===== config.mk =====
export PLATFORM = sky130hd
export DESIGN_NAME = fci_host
export DESIGN_NICKNAME = d
export VERILOG_FILES = /design/src/fci_pkg.sv /design/src/fci_bus_cycle.sv /design/src/fci_host.sv
export SDC_FILE = /design/constraint.sdc
export NUM_CORES = 1
export LEC_CHECK = 0
export BUFFER_PORTS_ARGS = -buffer_cell sky130_fd_sc_hd__buf_4
export CORE_UTILIZATION = 30
export CTS_BUF_LIST = sky130_fd_sc_hd__clkbuf_8
export DETAILED_ROUTE_END_ITERATION = 6
export GPL_TIMING_DRIVEN = 0
export HOLD_SLACK_MARGIN = 0.02
export MAX_ROUTING_LAYER = met4
export PLACE_DENSITY = 0.55
export REMOVE_ABC_BUFFERS = 1
export SLEW_MARGIN = 20
export SYNTH_ARGS = -nofsm -noshare
export SYNTH_HDL_FRONTEND = slang
export SYNTH_SLANG_ARGS = --single-unit

===== constraint.sdc =====
create_clock -name i_clk -period 5.8 [get_ports i_clk]
set_input_delay 0.58 -clock i_clk [delete_from_list [all_inputs] [get_ports i_clk]]
set_output_delay 0.58 -clock i_clk [all_outputs]
set_load 0.005 [all_outputs]

===== src/fci_pkg.sv =====
// Constants and types shared by the flash card host controller.
// How it works
// - Strobes return high between reads.
// - Host checks both status byte lanes.
// - Supply error needs clear before programming.
// - Erase is setup then confirm in block.
// - Host checks erase fail after erase.
// - Word write is setup then address/data.
package fci_pkg;
	localparam int T_CLK_NS = 50;
	localparam int T_PULSE_NS = 150;
	localparam int T_REC_NS = 100;
	localparam int T_SETTLE_NS = 200;
	localparam int PULSE_CYC = (T_PULSE_NS + T_CLK_NS - 1) / T_CLK_NS;
	localparam int REC_CYC = (T_REC_NS + T_CLK_NS - 1) / T_CLK_NS;
	localparam int SETTLE_CYC = (T_SETTLE_NS + T_CLK_NS - 1) / T_CLK_NS;
	localparam int ADDR_W = 23;
	localparam int DATA_W = 16;
	// Command words: the same byte on both lanes.
	localparam logic [15:0] CMD_READ_ARRAY = 16'hFFFF;
	localparam logic [15:0] CMD_READ_ID = 16'h9090;
	localparam logic [15:0] CMD_READ_STATUS = 16'h7070;
	localparam logic [15:0] CMD_CLEAR_STATUS = 16'h5050;
	localparam logic [15:0] CMD_ERASE_SETUP = 16'h2020;
	localparam logic [15:0] CMD_CONFIRM = 16'hD0D0;
	localparam logic [15:0] CMD_WRITE_SETUP = 16'h4040;
	// Card status bit positions within one byte lane.
	localparam int SR_MACHINE_READY = 7;
	localparam int SR_ERASE_FAIL = 5;
	localparam int SR_PROGRAM_FAIL = 4;
	localparam int SR_PROGRAM_SUPPLY = 3;
	localparam int SR_LOCK_VIOLATION = 1;
	// Software register offsets.
	localparam logic [7:0] REG_CMD = 8'h00;
	localparam logic [7:0] REG_ADDR = 8'h04;
	localparam logic [7:0] REG_WDATA = 8'h08;
	localparam logic [7:0] REG_RDATA = 8'h0C;
	localparam logic [7:0] REG_STATUS = 8'h10;
	// Status register fields.
	localparam int ST_BUSY = 0;
	localparam int ST_REFUSED = 1;
	localparam int ST_ERASE_FAIL = 2;
	localparam int ST_PROGRAM_FAIL = 3;
	localparam int ST_LOCK_VIOLATION = 4;
	localparam int ST_SUPPLY_ERROR = 5;
	localparam int ST_MACHINE_READY = 6;
	localparam logic [31:0] RDATA_RESET = 32'h0000_0000;
	typedef enum logic [2:0] {
		OP_READ_ARRAY = 3'h0,
		OP_READ_ID = 3'h1,
		OP_READ_STATUS = 3'h2,
		OP_CLEAR_STATUS = 3'h3,
		OP_ERASE = 3'h4,
		OP_WRITE = 3'h5,
		OP_READ = 3'h6,
		OP_NONE = 3'h7
	} fci_op_type;
	typedef enum logic [2:0] {
		S_IDLE = 3'h0,
		S_CYC1 = 3'h1,
		S_CYC2 = 3'h3,
		S_SETTLE = 3'h2,
		S_WAIT = 3'h6,
		S_STAT = 3'h7,
		S_EVAL = 3'h5
	} fci_state_type;
	typedef enum logic [1:0] {
		B_IDLE = 2'h0,
		B_SETUP = 2'h1,
		B_PULSE = 2'h3,
		B_REC = 2'h2
	} fci_bus_state_type;
endpackage


===== src/fci_bus_cycle.sv =====
// One asynchronous card bus cycle, read or write, with strobe timing.
`timescale 1ns/10ps
module fci_bus_cycle
	import fci_pkg::*;
(
	input wire logic i_clk,
	input wire logic i_rst_n,
	input wire logic i_start,
	input wire logic i_write,
	input wire logic [ADDR_W-1:0] i_addr,
	input wire logic [DATA_W-1:0] i_wdata,
	input wire logic [DATA_W-1:0] i_pin_data,
	output logic o_done,
	output logic [DATA_W-1:0] o_rdata,
	output logic o_ce_n,
	output logic o_oe_n,
	output logic o_we_n,
	output logic o_data_oe,
	output logic [ADDR_W-1:0] o_addr,
	output logic [DATA_W-1:0] o_data
);
	fci_bus_state_type state_q;
	logic [2:0] cnt_q;
	logic write_q;

	always_ff @(posedge i_clk or negedge i_rst_n) begin
		if (!i_rst_n) begin
			state_q <= B_IDLE;
			cnt_q <= 3'h0;
			write_q <= 1'b0;
			o_done <= 1'b0;
			o_ce_n <= 1'b1;
			o_oe_n <= 1'b1;
			o_we_n <= 1'b1;
			o_data_oe <= 1'b0;
			o_addr <= '0;
			o_data <= '0;
			o_rdata <= '0;
		end else begin
			o_done <= 1'b0;
			unique case (state_q)
				B_IDLE: begin
					if (i_start) begin
						write_q <= i_write;
						o_addr <= i_addr;
						o_data <= i_wdata;
						o_data_oe <= i_write;
						o_ce_n <= 1'b0;
						state_q <= B_SETUP;
					end
				end
				B_SETUP: begin
					o_we_n <= !write_q;
					o_oe_n <= write_q;
					cnt_q <= 3'(PULSE_CYC - 1);
					state_q <= B_PULSE;
				end
				B_PULSE: begin
					if (cnt_q == 3'h0) begin
						// Write data latches on this rising edge of we.
						o_we_n <= 1'b1;
						o_oe_n <= 1'b1;
						o_ce_n <= 1'b1;
						cnt_q <= 3'(REC_CYC - 1);
						state_q <= B_REC;
					end else begin
						cnt_q <= cnt_q - 3'h1;
					end
				end
				B_REC: begin
					if (cnt_q == 3'h0) begin
						o_data_oe <= 1'b0;
						o_done <= 1'b1;
						// Synchronised pins lag two cycles: this is the pulse.
						o_rdata <= i_pin_data;
						state_q <= B_IDLE;
					end else begin
						cnt_q <= cnt_q - 3'h1;
					end
				end
			endcase
		end
	end

	property p_strobe_recovery;
		@(posedge i_clk) disable iff (!i_rst_n)
		$rose(o_ce_n) |=> o_ce_n && o_oe_n;
	endproperty
	a_strobe_recovery: assert property (p_strobe_recovery)
		else $error("chip enable fell again without recovery");

	property p_read_gap;
		@(posedge i_clk) disable iff (!i_rst_n)
		$fell(o_oe_n) |-> $past(o_oe_n, 2) && $past(o_ce_n, 2);
	endproperty
	a_read_gap: assert property (p_read_gap)
		else $error("output enable fell without prior release");
endmodule


===== src/fci_host.sv =====
// Host controller that sequences commands to a 16-bit flash card.
`timescale 1ns/10ps
module fci_host
	import fci_pkg::*;
(
	input wire logic i_clk,
	input wire logic i_resetn,
	input wire logic [7:0] i_reg_addr,
	input wire logic [31:0] i_reg_wdata,
	input wire logic i_reg_write,
	input wire logic i_reg_read,
	output logic [31:0] o_reg_rdata,
	input wire logic [DATA_W-1:0] i_card_data,
	input wire logic i_card_ready_busy_n,
	output logic o_card_ce_n,
	output logic o_card_oe_n,
	output logic o_card_we_n,
	output logic o_card_data_oe,
	output logic [ADDR_W-1:0] o_card_addr,
	output logic [DATA_W-1:0] o_card_data,
	output logic o_busy
);
	logic rst_meta_q;
	logic rst_n_q;
	logic [DATA_W-1:0] data_meta_q;
	logic [DATA_W-1:0] data_sync_q;
	logic rb_meta_q;
	logic rb_sync_q;
	fci_state_type state_q;
	fci_op_type op_q;
	logic [ADDR_W-1:0] addr_q;
	logic [DATA_W-1:0] wdata_q;
	logic [DATA_W-1:0] result_q;
	logic bus_start_q;
	logic bus_write_q;
	logic [DATA_W-1:0] bus_wdata_q;
	logic bus_done;
	logic [DATA_W-1:0] bus_rdata;
	logic [2:0] settle_q;
	logic refused_q;
	logic erase_fail_q;
	logic program_fail_q;
	logic lock_viol_q;
	logic supply_err_q;
	logic machine_ready_q;
	logic cmd_hit;
	fci_op_type cmd_op;

	always_ff @(posedge i_clk or negedge i_resetn) begin
		if (!i_resetn) begin
			rst_meta_q <= 1'b0;
			rst_n_q <= 1'b0;
		end else begin
			rst_meta_q <= 1'b1;
			rst_n_q <= rst_meta_q;
		end
	end
	always_ff @(posedge i_clk or negedge rst_n_q) begin
		if (!rst_n_q) begin
			data_meta_q <= '0;
			data_sync_q <= '0;
			rb_meta_q <= 1'b1;
			rb_sync_q <= 1'b1;
		end else begin
			data_meta_q <= i_card_data;
			data_sync_q <= data_meta_q;
			rb_meta_q <= i_card_ready_busy_n;
			rb_sync_q <= rb_meta_q;
		end
	end

	////////////////////////////////////////////////////////////////////////
	assign cmd_hit = i_reg_write && (i_reg_addr == REG_CMD);
	assign cmd_op = fci_op_type'(i_reg_wdata[2:0]);

	always_ff @(posedge i_clk or negedge rst_n_q) begin
		if (!rst_n_q) begin
			addr_q <= '0;
			wdata_q <= '0;
		end else if (state_q == S_IDLE && i_reg_write) begin
			if (i_reg_addr == REG_ADDR) begin
				addr_q <= i_reg_wdata[ADDR_W-1:0];
			end
			if (i_reg_addr == REG_WDATA) begin
				wdata_q <= i_reg_wdata[DATA_W-1:0];
			end
		end
	end
	always_ff @(posedge i_clk or negedge rst_n_q) begin
		if (!rst_n_q) begin
			o_reg_rdata <= RDATA_RESET;
		end else begin
			o_reg_rdata <= RDATA_RESET;
			if (i_reg_read) begin
				unique case (i_reg_addr)
					REG_ADDR: o_reg_rdata <= 32'(addr_q);
					REG_WDATA: o_reg_rdata <= 32'(wdata_q);
					REG_RDATA: o_reg_rdata <= 32'(result_q);
					REG_STATUS: begin
						o_reg_rdata[ST_BUSY] <= o_busy;
						o_reg_rdata[ST_REFUSED] <= refused_q;
						o_reg_rdata[ST_ERASE_FAIL] <= erase_fail_q;
						o_reg_rdata[ST_PROGRAM_FAIL] <= program_fail_q;
						o_reg_rdata[ST_LOCK_VIOLATION] <= lock_viol_q;
						o_reg_rdata[ST_SUPPLY_ERROR] <= supply_err_q;
						o_reg_rdata[ST_MACHINE_READY] <= machine_ready_q;
					end
					default: o_reg_rdata <= RDATA_RESET;
				endcase
			end
		end
	end

	////////////////////////////////////////////////////////////////////////
	// Sequencer: issues the command cycles and polls for completion.
	always_ff @(posedge i_clk or negedge rst_n_q) begin
		if (!rst_n_q) begin
			state_q <= S_IDLE;
			op_q <= OP_NONE;
			bus_start_q <= 1'b0;
			bus_write_q <= 1'b0;
			bus_wdata_q <= '0;
			settle_q <= 3'h0;
			result_q <= '0;
			o_busy <= 1'b0;
		end else begin
			bus_start_q <= 1'b0;
			unique case (state_q)
				S_IDLE: begin
					if (cmd_hit && cmd_op != OP_NONE && !((cmd_op == OP_ERASE ||
							cmd_op == OP_WRITE) && supply_err_q)) begin
						op_q <= cmd_op;
						o_busy <= 1'b1;
						bus_start_q <= 1'b1;
						bus_write_q <= (cmd_op != OP_READ);
						state_q <= S_CYC1;
						unique case (cmd_op)
							OP_READ_ARRAY: bus_wdata_q <= CMD_READ_ARRAY;
							OP_READ_ID: bus_wdata_q <= CMD_READ_ID;
							OP_READ_STATUS: bus_wdata_q <= CMD_READ_STATUS;
							OP_CLEAR_STATUS: bus_wdata_q <= CMD_CLEAR_STATUS;
							OP_ERASE: bus_wdata_q <= CMD_ERASE_SETUP;
							OP_WRITE: bus_wdata_q <= CMD_WRITE_SETUP;
							default: bus_wdata_q <= '0;
						endcase
					end
				end
				S_CYC1: begin
					if (bus_done) begin
						if (op_q == OP_CLEAR_STATUS || op_q == OP_READ) begin
							result_q <= bus_rdata;
							o_busy <= 1'b0;
							state_q <= S_IDLE;
						end else begin
							bus_start_q <= 1'b1;
							bus_write_q <= (op_q == OP_ERASE || op_q == OP_WRITE);
							bus_wdata_q <= (op_q == OP_ERASE) ? CMD_CONFIRM
								: wdata_q;
							state_q <= S_CYC2;
						end
					end
				end
				S_CYC2: begin
					if (bus_done) begin
						if (op_q == OP_ERASE || op_q == OP_WRITE) begin
							settle_q <= 3'(SETTLE_CYC - 1);
							state_q <= S_SETTLE;
						end else begin
							result_q <= bus_rdata;
							o_busy <= 1'b0;
							state_q <= S_IDLE;
						end
					end
				end
				S_SETTLE: begin
					if (settle_q == 3'h0) begin
						state_q <= S_WAIT;
					end else begin
						settle_q <= settle_q - 3'h1;
					end
				end
				S_WAIT: begin
					// The card stays in status mode, so a bare read suffices.
					if (rb_sync_q) begin
						bus_start_q <= 1'b1;
						bus_write_q <= 1'b0;
						state_q <= S_STAT;
					end
				end
				S_STAT: begin
					if (bus_done) begin
						result_q <= bus_rdata;
						state_q <= S_EVAL;
					end
				end
				S_EVAL: begin
					o_busy <= 1'b0;
					state_q <= S_IDLE;
				end
				default: state_q <= S_IDLE;
			endcase
		end
	end

	////////////////////////////////////////////////////////////////////////
	// Error flags: a set in the evaluation cycle wins over a clear.
	always_ff @(posedge i_clk or negedge rst_n_q) begin
		if (!rst_n_q) begin
			erase_fail_q <= 1'b0;
			program_fail_q <= 1'b0;
			lock_viol_q <= 1'b0;
			supply_err_q <= 1'b0;
			machine_ready_q <= 1'b0;
		end else if (state_q == S_EVAL) begin
			erase_fail_q <= erase_fail_q | result_q[SR_ERASE_FAIL]
				| result_q[SR_ERASE_FAIL+8];
			program_fail_q <= program_fail_q | result_q[SR_PROGRAM_FAIL]
				| result_q[SR_PROGRAM_FAIL+8];
			lock_viol_q <= lock_viol_q | result_q[SR_LOCK_VIOLATION]
				| result_q[SR_LOCK_VIOLATION+8];
			supply_err_q <= supply_err_q | result_q[SR_PROGRAM_SUPPLY]
				| result_q[SR_PROGRAM_SUPPLY+8];
			machine_ready_q <= result_q[SR_MACHINE_READY]
				& result_q[SR_MACHINE_READY+8];
		end else if (state_q == S_CYC1 && bus_done &&
				op_q == OP_CLEAR_STATUS) begin
			erase_fail_q <= 1'b0;
			program_fail_q <= 1'b0;
			lock_viol_q <= 1'b0;
			supply_err_q <= 1'b0;
		end
	end
	always_ff @(posedge i_clk or negedge rst_n_q) begin
		if (!rst_n_q) begin
			refused_q <= 1'b0;
		end else if (cmd_hit) begin
			refused_q <= (state_q != S_IDLE) || cmd_op == OP_NONE ||
				((cmd_op == OP_ERASE || cmd_op == OP_WRITE) && supply_err_q);
		end
	end
	fci_bus_cycle u_bus (
		.i_clk(i_clk),
		.i_rst_n(rst_n_q),
		.i_start(bus_start_q),
		.i_write(bus_write_q),
		.i_addr(addr_q),
		.i_wdata(bus_wdata_q),
		.i_pin_data(data_sync_q),
		.o_done(bus_done),
		.o_rdata(bus_rdata),
		.o_ce_n(o_card_ce_n),
		.o_oe_n(o_card_oe_n),
		.o_we_n(o_card_we_n),
		.o_data_oe(o_card_data_oe),
		.o_addr(o_card_addr),
		.o_data(o_card_data)
	);
	////////////////////////////////////////////////////////////////////////
	property p_supply_block;
		@(posedge i_clk) disable iff (!rst_n_q)
		(state_q == S_IDLE && cmd_hit && supply_err_q &&
			(cmd_op == OP_ERASE || cmd_op == OP_WRITE))
			|=> state_q == S_IDLE && refused_q;
	endproperty
	a_supply_block: assert property (p_supply_block)
		else $error("write or erase started with supply error set");
	property p_both_lanes;
		@(posedge i_clk) disable iff (!rst_n_q)
		(state_q == S_EVAL && (result_q[SR_PROGRAM_FAIL+8] ||
			result_q[SR_PROGRAM_FAIL])) |=> program_fail_q;
	endproperty
	a_both_lanes: assert property (p_both_lanes)
		else $error("program fail on one lane was missed");
	property p_erase_fail;
		@(posedge i_clk) disable iff (!rst_n_q)
		(state_q == S_EVAL && op_q == OP_ERASE && result_q[SR_ERASE_FAIL+8])
			|=> erase_fail_q ##1 erase_fail_q;
	endproperty
	a_erase_fail: assert property (p_erase_fail)
		else $error("erase fail not recorded after erase");
	property p_erase_pair;
		@(posedge i_clk) disable iff (!rst_n_q)
		(state_q == S_CYC1 && bus_done && op_q == OP_ERASE)
			|=> bus_start_q && bus_write_q && bus_wdata_q == CMD_CONFIRM
			&& $stable(addr_q);
	endproperty
	a_erase_pair: assert property (p_erase_pair)
		else $error("erase confirm not issued after setup");
	property p_write_pair;
		@(posedge i_clk) disable iff (!rst_n_q)
		(state_q == S_IDLE && cmd_hit && cmd_op == OP_WRITE && !supply_err_q)
			|=> bus_wdata_q == CMD_WRITE_SETUP ##[1:20] (bus_start_q &&
			bus_wdata_q == wdata_q);
	endproperty
	a_write_pair: assert property (p_write_pair)
		else $error("word write not setup then data");
	property p_same_lanes;
		@(posedge i_clk) disable iff (!rst_n_q)
		(bus_start_q && state_q == S_CYC1)
			|-> bus_wdata_q[15:8] == bus_wdata_q[7:0];
	endproperty
	a_same_lanes: assert property (p_same_lanes)
		else $error("command byte lanes differ");
endmodule


; ---- Word level (Yosys, flattened, before mapping)
; Cells that the tools add are included.
[classes]
addsub = 2
n_eq_ne = 40
mux = 66
bitwise = 9
reduce_logical = 47
[ops]
columns = operator, n
row1 = 2-to-1 mux 16 bit, 9
row2 = one-hot mux 16 bit (3 select lines), 2
row3 = one-hot mux 16 bit (6 select lines), 1
row4 = 2-to-1 mux 3 bit, 11
row5 = one-hot mux 16 bit (2 select lines), 1
row6 = one-hot mux 7 bit (4 select lines), 1
row7 = "equality test 3 bit, second input constant", 9
row8 = 2-to-1 mux 1 bit, 24
row9 = 2-to-1 mux 23 bit, 1
row10 = "!= test 2 bit, second input constant", 9
row11 = one-hot mux 3 bit (6 select lines), 1
row12 = AND reduction 6 bit, 3
row13 = "equality test 8 x 4 -> 1 bit, second input constant", 2
row14 = "equality test 3 x 2 -> 1 bit, second input constant", 5
row15 = AND reduction 2 bit, 7
row16 = zero test 3 bit, 4
row17 = "!= test 2 x 1 -> 1 bit, second input constant", 6
row18 = nonzero test 2 bit, 6
row19 = nonzero test 3 bit, 4
row20 = 2-to-1 mux 2 bit, 5
row21 = one-hot mux 3 bit (3 select lines), 1
row22 = AND reduction 3 bit, 3
row23 = "equality test 8 x 3 -> 1 bit, second input constant", 1
row24 = "equality test 8 x 5 -> 1 bit, second input constant", 1
row25 = 20 further kinds, 47
[word_totals]
register_bits = 223
out_inout_bits = 76
elab_cells = 198

; ---- Longest topological paths before layout
; Gate-level depths: netlist of the first run.
[logic_depth]
word_depth = 7
mapped_depth = 7
ltp_nobuf = 6

; ---- Hierarchy
; A second synthesis of the first run with hierarchy kept.
[hier_totals]
cells_unflattened = 623
hier_area_um2 = 8498.2
[by_module_without_submodules]
columns = module, instances, cells_per_inst, area_per_inst_um2, seq_area_each_um2
row1 = fci_host, 1, 457, 5894.4, 3709.8
row2 = fci_bus_cycle, 1, 166, 2603.7, 1655.3

; ---- Worst setup path after synthesis of the first run
; OpenSTA, ideal clock, no wires.
[synth_timing]
path_type = in2reg
from = in i_reg_addr[5]
to = reg wdata_q[10]
arrival_time_ps = 2350
t_required_ps = 5675
setup_slack_ps = 3325
path_stages = 7
path_buffers = 3
path_cell_list = or4_1 buf_6 nor4b_4 and2_1 buf_6 buf_12 mux2_4
[synth_via]
elab_chain_len = 2
[synth_lines]
columns = item, line_no
row1 = from (decl), fci_host.sv:8  ; input wire logic [7:0] i_reg_addr,
row2 = equality test 8 x 4 -> 1 bit, fci_host.sv:84  ; if (i_reg_addr == REG_WDATA) begin
row3 = AND reduction 2 bit (no line), --
row4 = to (signal assigned), fci_host.sv:85  ; wdata_q <= i_reg_wdata[DATA_W-1:0];
row5 = to (decl), fci_host.sv:32  ; logic [DATA_W-1:0] wdata_q;
; Every way passes these cells.
; A chain may end at the register's enable or synchronous reset.

; ---- Final worst setup path of the first run
[layout_timing]
from = in i_reg_addr[3]
to = reg wdata_q[0]
; Same word-level chain as after synthesis.

==> impl_metrics.ini, run 1 <==
[critical_path]
start_kind = input pin
r2r_cells = 4
worst-path-max-fanout = 16
cp_data_required_time_ns = 6.20
endpoint_kind = register
slowest_delay_ns = 0.93
arrival_ns = 3.43
worstSetupPathType = in2reg
cpMaxStageDelayCell = and2_1
worstPathCellList = buf_4 > nor2b_1 > nor4b_4 > and2_1 > mux2_2

[global_route]
antenna_found_initial = 0
track_usage_pct = 14.0
grt_max_degree = 55
grt_remaining_overflow = 0
grt_pass1_wl_um = 30500
grt_pass1_vias = 5401

[die]
num_rows = 61
core_um2 = 27900
die_w_um = 171
ioPinCount = 137
dieArea_um2 = 29200
start_util_pct = 30.7
die_h_um = 171

[synthesis]
synth.avg_cell_area_um2 = 13.9
async_flop_share_pct = 100
synth-edff-count = 0
yosysWarnings = 0
ys.flop_type = dfrtp_1
syn_inst = 616
ys_seq_area_share_pct = 62.6
synth_area_um2 = 8570
ys_seq_elements = 214
synth_cell_types = 62

[final_layout]
mostFrequentLayoutCells = dfrtp_1 (205), buf_4 (118), mux2_2 (114)
final_common_cell = dfrtp_1
final_core_util_pct = 37.9
area_growth_pct = 23.4
antenna_cells = 0
design_area_um2 = 10600
nets = 817
fill_cells = 2758
drive_gt1_share_pct = 40.7
finalNonFillerCells = 1152

[sta]
rsz0062_at_grt = no
worst_pin_slew_ns = 1.09
drv_slew = 0
period_needed_ns = 3.04
finalHoldViolCount = 0
setup_viol = 0
max_slew_margin_pct = 27.4
fin_skew_ns = 0.0180
fin_crit_sh_pct = 52.4
clock.fmax_ghz = 0.329

[drt]
routed_wl_um = 19100
ant_nets = 0
drtPass1Iterations = 5
drcViolationCount = 0
vias_per_cell = 4.50
vias = 5187
wl_per_cell_um = 16.6
drt_iter0_markers = 344

[cts]
clk_latency_ns = 0.52
cts.sinks = 214
clockRootBuffer = clkbuf_8
cts_buffers = 37
cts_tree = done
htree_levels = 2
ctsResizeCount = 0
path_clk_slew_ns = 0.06
cts_buffer_depth = 3

[power]
p_per_area_nw_per_um2 = 339
irDropWorstVdd_mv = 0.118
power_mw = 3.58
power_leakage_nw = 5.19

[job]
maxCapViolations = 0

[place]
placed_cell_area_um2 = 9900
gp_congestion = 0.791
io_buffer_count = 118
dp_hpwl_um = 13400
dp.cells = 1090

[hold_path]
hold_class = in2reg
hold_depth = 1

[status]
status = complete, no violations
## repair_timing
item | CTS | global route
setup buffers | 0 | 0
hold buffers | 1 | 0
endpoints found under the hold margin | 2 | 0
## critical path: cells and delay by family
kind / cells / cell delay [ns]
and+or+nand+nor: 3 / 2.19
buffers and inverters: 1 / 0.22
muxes: 1 / 0.42
## Yosys cell counts, types with 5 or more instances
cell,number,area share [%]
inv_1,19,0.83
a21oi_1,26,1.5
mux2i_1,12,1.4
buf_4,9,0.79
clkbuf_1,16,0.70
o21ai_0,15,0.88
mux2_2,114,15
mux2_4,10,1.8
and2_1,8,0.58
nor2_1,30,1.3
a22oi_1,15,1.3
a22o_1,7,0.72
dfstp_2,8,2.5
dfrtp_1,206,60
mux2_1,5,0.66
nand2b_1,8,0.58
nand2_1,24,1.1
nor2b_1,10,0.73
## power breakdown
group          internal, mW  leakage, nW  switching [mW]
Sequential             1.70         2.78           0.138
Clock                 0.668        0.403           0.570
Combinational         0.274         2.01           0.236
Total                  2.64         5.19           0.944
## cells by family (layout without fill, tap and decap cells)
| kind of cell | after synthesis | in the layout | share of synthesized area [%] |
|---|---|---|---|
| muxes | 141 | 141 | 18.8 |
| xor gates and xnor gates | 5 | 5 | 0.511 |
| AOI/OAI and AO/OA | 86 | 86 | 6.95 |
| buffers and inverters | 54 | 204 | 3.26 |
| and+or+nand+nor | 110 | 110 | 7.21 |
| other | 2 | 10 | 0.0876 |
| adders and majority gates | 4 | 4 | 0.584 |
| DFF | 214 | 214 | 62.6 |
## cell type report
| class | count | area (um^2) | share of cell area (%) |
|---|---|---|---|
| sequential | 214 | 5370 | 50.8 |
| multi-input combinational | 356 | 2980 | 28.2 |
| timing repair buffer | 124 | 1020 | 9.63 |
| clock buffer | 43 | 592 | 5.59 |
| tap | 378 | 473 | 4.47 |
| clock inverter | 18 | 73.8 | 0.698 |
| inverter | 19 | 71.3 | 0.674 |
## metal layers
layer,vias up,GRT usage [%],part of all wire [%]
li1,2431,-,-
met1,2599,18.4,45
met2,125,21.2,48
met3,32,3.05,5.0
met4,0,5.09,2.5
met5,-,-,0
## path summary, 6_finish.rpt
| check | start | to | slack, ns |
|---|---|---|---|
| min in group asynchronous | rst_n_q | u_bus.o_addr[14] | 0.26 |
| setup reg to reg | state_q[1] | bus_wdata_q[6] | 3.20 |
| hold / removal | i_card_data[0] | data_meta_q[0] | 0.16 |
| max in group asynchronous | rst_n_q | op_q[2] | 4.61 |
| setup / recovery | i_reg_addr[3] | wdata_q[0] | 2.76 |
| hold reg to reg | rst_n_q | u_bus.o_addr[14] | 0.26 |
## through the flow
| step | TNS [ns] | setup slack (ns) | hold slack [ns] |
|---|---|---|---|
| after floorplan | -120.58 | -0.591 | 0.284 |
| after global placement | -664.48 | -3.24 | 0.335 |
| after detailed placement | 0 | 2.21 | 0.267 |
| after CTS | 0 | 2.76 | 0.129 |
| after global routing | 0 | 2.58 | 0.138 |
| final | 0 | 2.76 | 0.163 |
## state kept, by name, indices dropped and copies added (netlist names), 2 cells and up
signal         flops
data_meta_q       16
settle_q           3
u_bus.cnt_q        3
state_q            3
o_reg_rdata       23
op_q               3
result_q          16
wdata_q           16
data_sync_q       16
u_bus.o_rdata     16
u_bus.o_addr      23
addr_q            23
u_bus.o_data      16
bus_wdata_q       16
u_bus.state_q      2
No activity file was read; power rests on OpenSTA's default activity.
==> inputs of run 2 (changes only) <==
PLACE_DENSITY = 0.54   (was 0.55)
clock period = 2.8 ns   (was 5.8 ns; I/O delays follow)
==> impl_metrics.ini, run 2 (synthesis gave the netlist of run 1 again) <==
[power]
power_leakage_nw = 5.39
p_per_area_nw_per_um2 = 687
irDropWorstVdd_mv = 0.279

[final_layout]
final_common_cell = dfrtp_1
area_growth_pct = 28.6
drive_gt1_share_pct = 39.0
fill_cells = 2715
top_regs = addr_q: 23 flops, o_reg_rdata: 23 flops, u_bus.o_addr: 23 flops
finalNonFillerCells = 1196
mostFrequentLayoutCells = dfrtp_1 (205), buf_4 (118), mux2_2 (114)
nets = 855
seq_area_um2 = 5370
multi_input_area_um2 = 2980

[sta]
rsz0062_at_grt = no
holdWs_ns = 0.0501
max_slew_margin_pct = 33.0
drv_slew = 0
clock.fmax_ghz = 0.388
fin_crit_sh_pct = 92.1
fin_skew_ns = 0.0223
worst_pin_slew_ns = 1.00
setup_viol = 0
finalHoldViolCount = 0
fin_tns_setup_ns = 0
period_needed_ns = 2.58

[global_route]
grt_remaining_overflow = 0
grt_pass1_vias = 5447
grt-busiest-layer = met2
grt_util_met2_pct = 21.6
grt_max_degree = 54
antenna_found_initial = 1
grtUsageMet3_pct = 2.82
met1_usage_pct = 18.2
grt_pass1_wl_um = 30600
track_usage_pct = 13.9

[drt]
wl_per_cell_um = 16.1
vias_per_cell = 4.39
drtPass1Iterations = 4
drt_iter0_markers = 245
vias = 5255
routed_wl_um = 19300
drcViolationCount = 0
ant_nets = 0

[job]
maxCapViolations = 0

[critical_path]
reg2reg_to = bus_wdata_q[12]
crit_end = bus_wdata_q[12]
cpLargestDelayFamily = simple AND/OR/NAND/NOR gates
worstPathCellList = or4b_1 > a2111oi_4 > nor2_2 > mux2_1
slowest_delay_ns = 0.64
start_kind = register
critPathLaunch = state_q[1]
cpMaxStageDelayCell = or4b_1
worstReg2RegStart = state_q[1]
arrival_ns = 2.96
worst-path-max-fanout = 16
cp_data_required_time_ns = 3.18
path_depth = 4
path_buf_inv = 0
r2r_cells = 4
rrSetupSlack_ns = 0.22
worstSetupPathType = reg2reg
endpoint_kind = register

[cts]
cts_tree = done
clk_latency_ns = 0.52
cts.sinks = 214
htree_levels = 2
cts_buffer_depth = 3
cts_buffers = 37
cts_setup_buffers = 0
clockRootBuffer = clkbuf_8
path_clk_slew_ns = 0.06

[place]
gp_congestion = 0.805
dp.cells = 1090
io_buffer_count = 118
dp_hpwl_um = 13500

[die]
dieArea_um2 = 29200
die_w_um = 171
num_rows = 61
core_um2 = 27900
start_util_pct = 30.7
die_h_um = 171
ioPinCount = 137

[hold_path]
hold_class = in2reg

[status]
status = complete, no violations
## run 2: cell types whose count changed in the layout (fill, tap and decap cells not counted), sizes merged
cell and delta:
dlygate4sd3 +38, inv +2, clkinv +1, diode +1
clkbuf +2
## run 2: metal layers
metal / share of wire, % / vias up
met4: 2.0 / 0
met3: 4.9 / 31
met5: 0 / -
met1: 46 / 2588
li1: - / 2523
met2: 48 / 113
## run 2: what timing repair did
action,4_1_cts,5_1_grt
resized for setup,0,1
hold buffers,39,0
endpoints found under the hold margin,53,0
endpoints found under the setup margin,0,16
## run 2: how the worst min path moves through the flow
stage / from / depth (start not counted) / endpoint
after floorplan: i_resetn / 0 / rst_meta_q
after global placement: i_resetn / 1 / rst_meta_q
after detailed placement: i_resetn / 1 / rst_meta_q
after CTS: i_reg_wdata[1] / 3 / op_q[1]
after global routing: i_reg_wdata[1] / 3 / op_q[1]
final: i_reg_wdata[1] / 3 / op_q[1]
## run 2: tightest hold or removal path: stages
cell     delay [ns]
buf_4          0.14
nand2_1        0.05
o21ai_0        0.06
## run 2: metrics by stage
stage	setup WS (ns)	instance area, um^2	power, mW	utilization [%]
floorplan	-3.59	8390	4.46	-
finish	0.222	11000	7.57	39.4
global placement	-6.28	9750	4.87	34.9
global route	0.0627	11000	8.01	39.4
detailed placement	-0.477	9920	4.93	35.5
CTS	0.0587	11000	7.71	39.4
## run 2: where the power goes
part	switching [mW]	internal (mW)
sequential	0.289	3.52
clock	1.21	1.45
combinational	0.493	0.603
total	2.00	5.57
## run 2: cell type report
type / instances / share of cell area [%]
Sequential cell: 214 / 48.7
Clock inverter: 21 / 0.784
Antenna cell: 1 / 0.0227
Clock buffer: 45 / 5.62
Tap cell: 378 / 4.29
Timing Repair Buffer: 162 / 12.8
Inverter: 19 / 0.647
Multi-Input combinational cell: 356 / 27.1
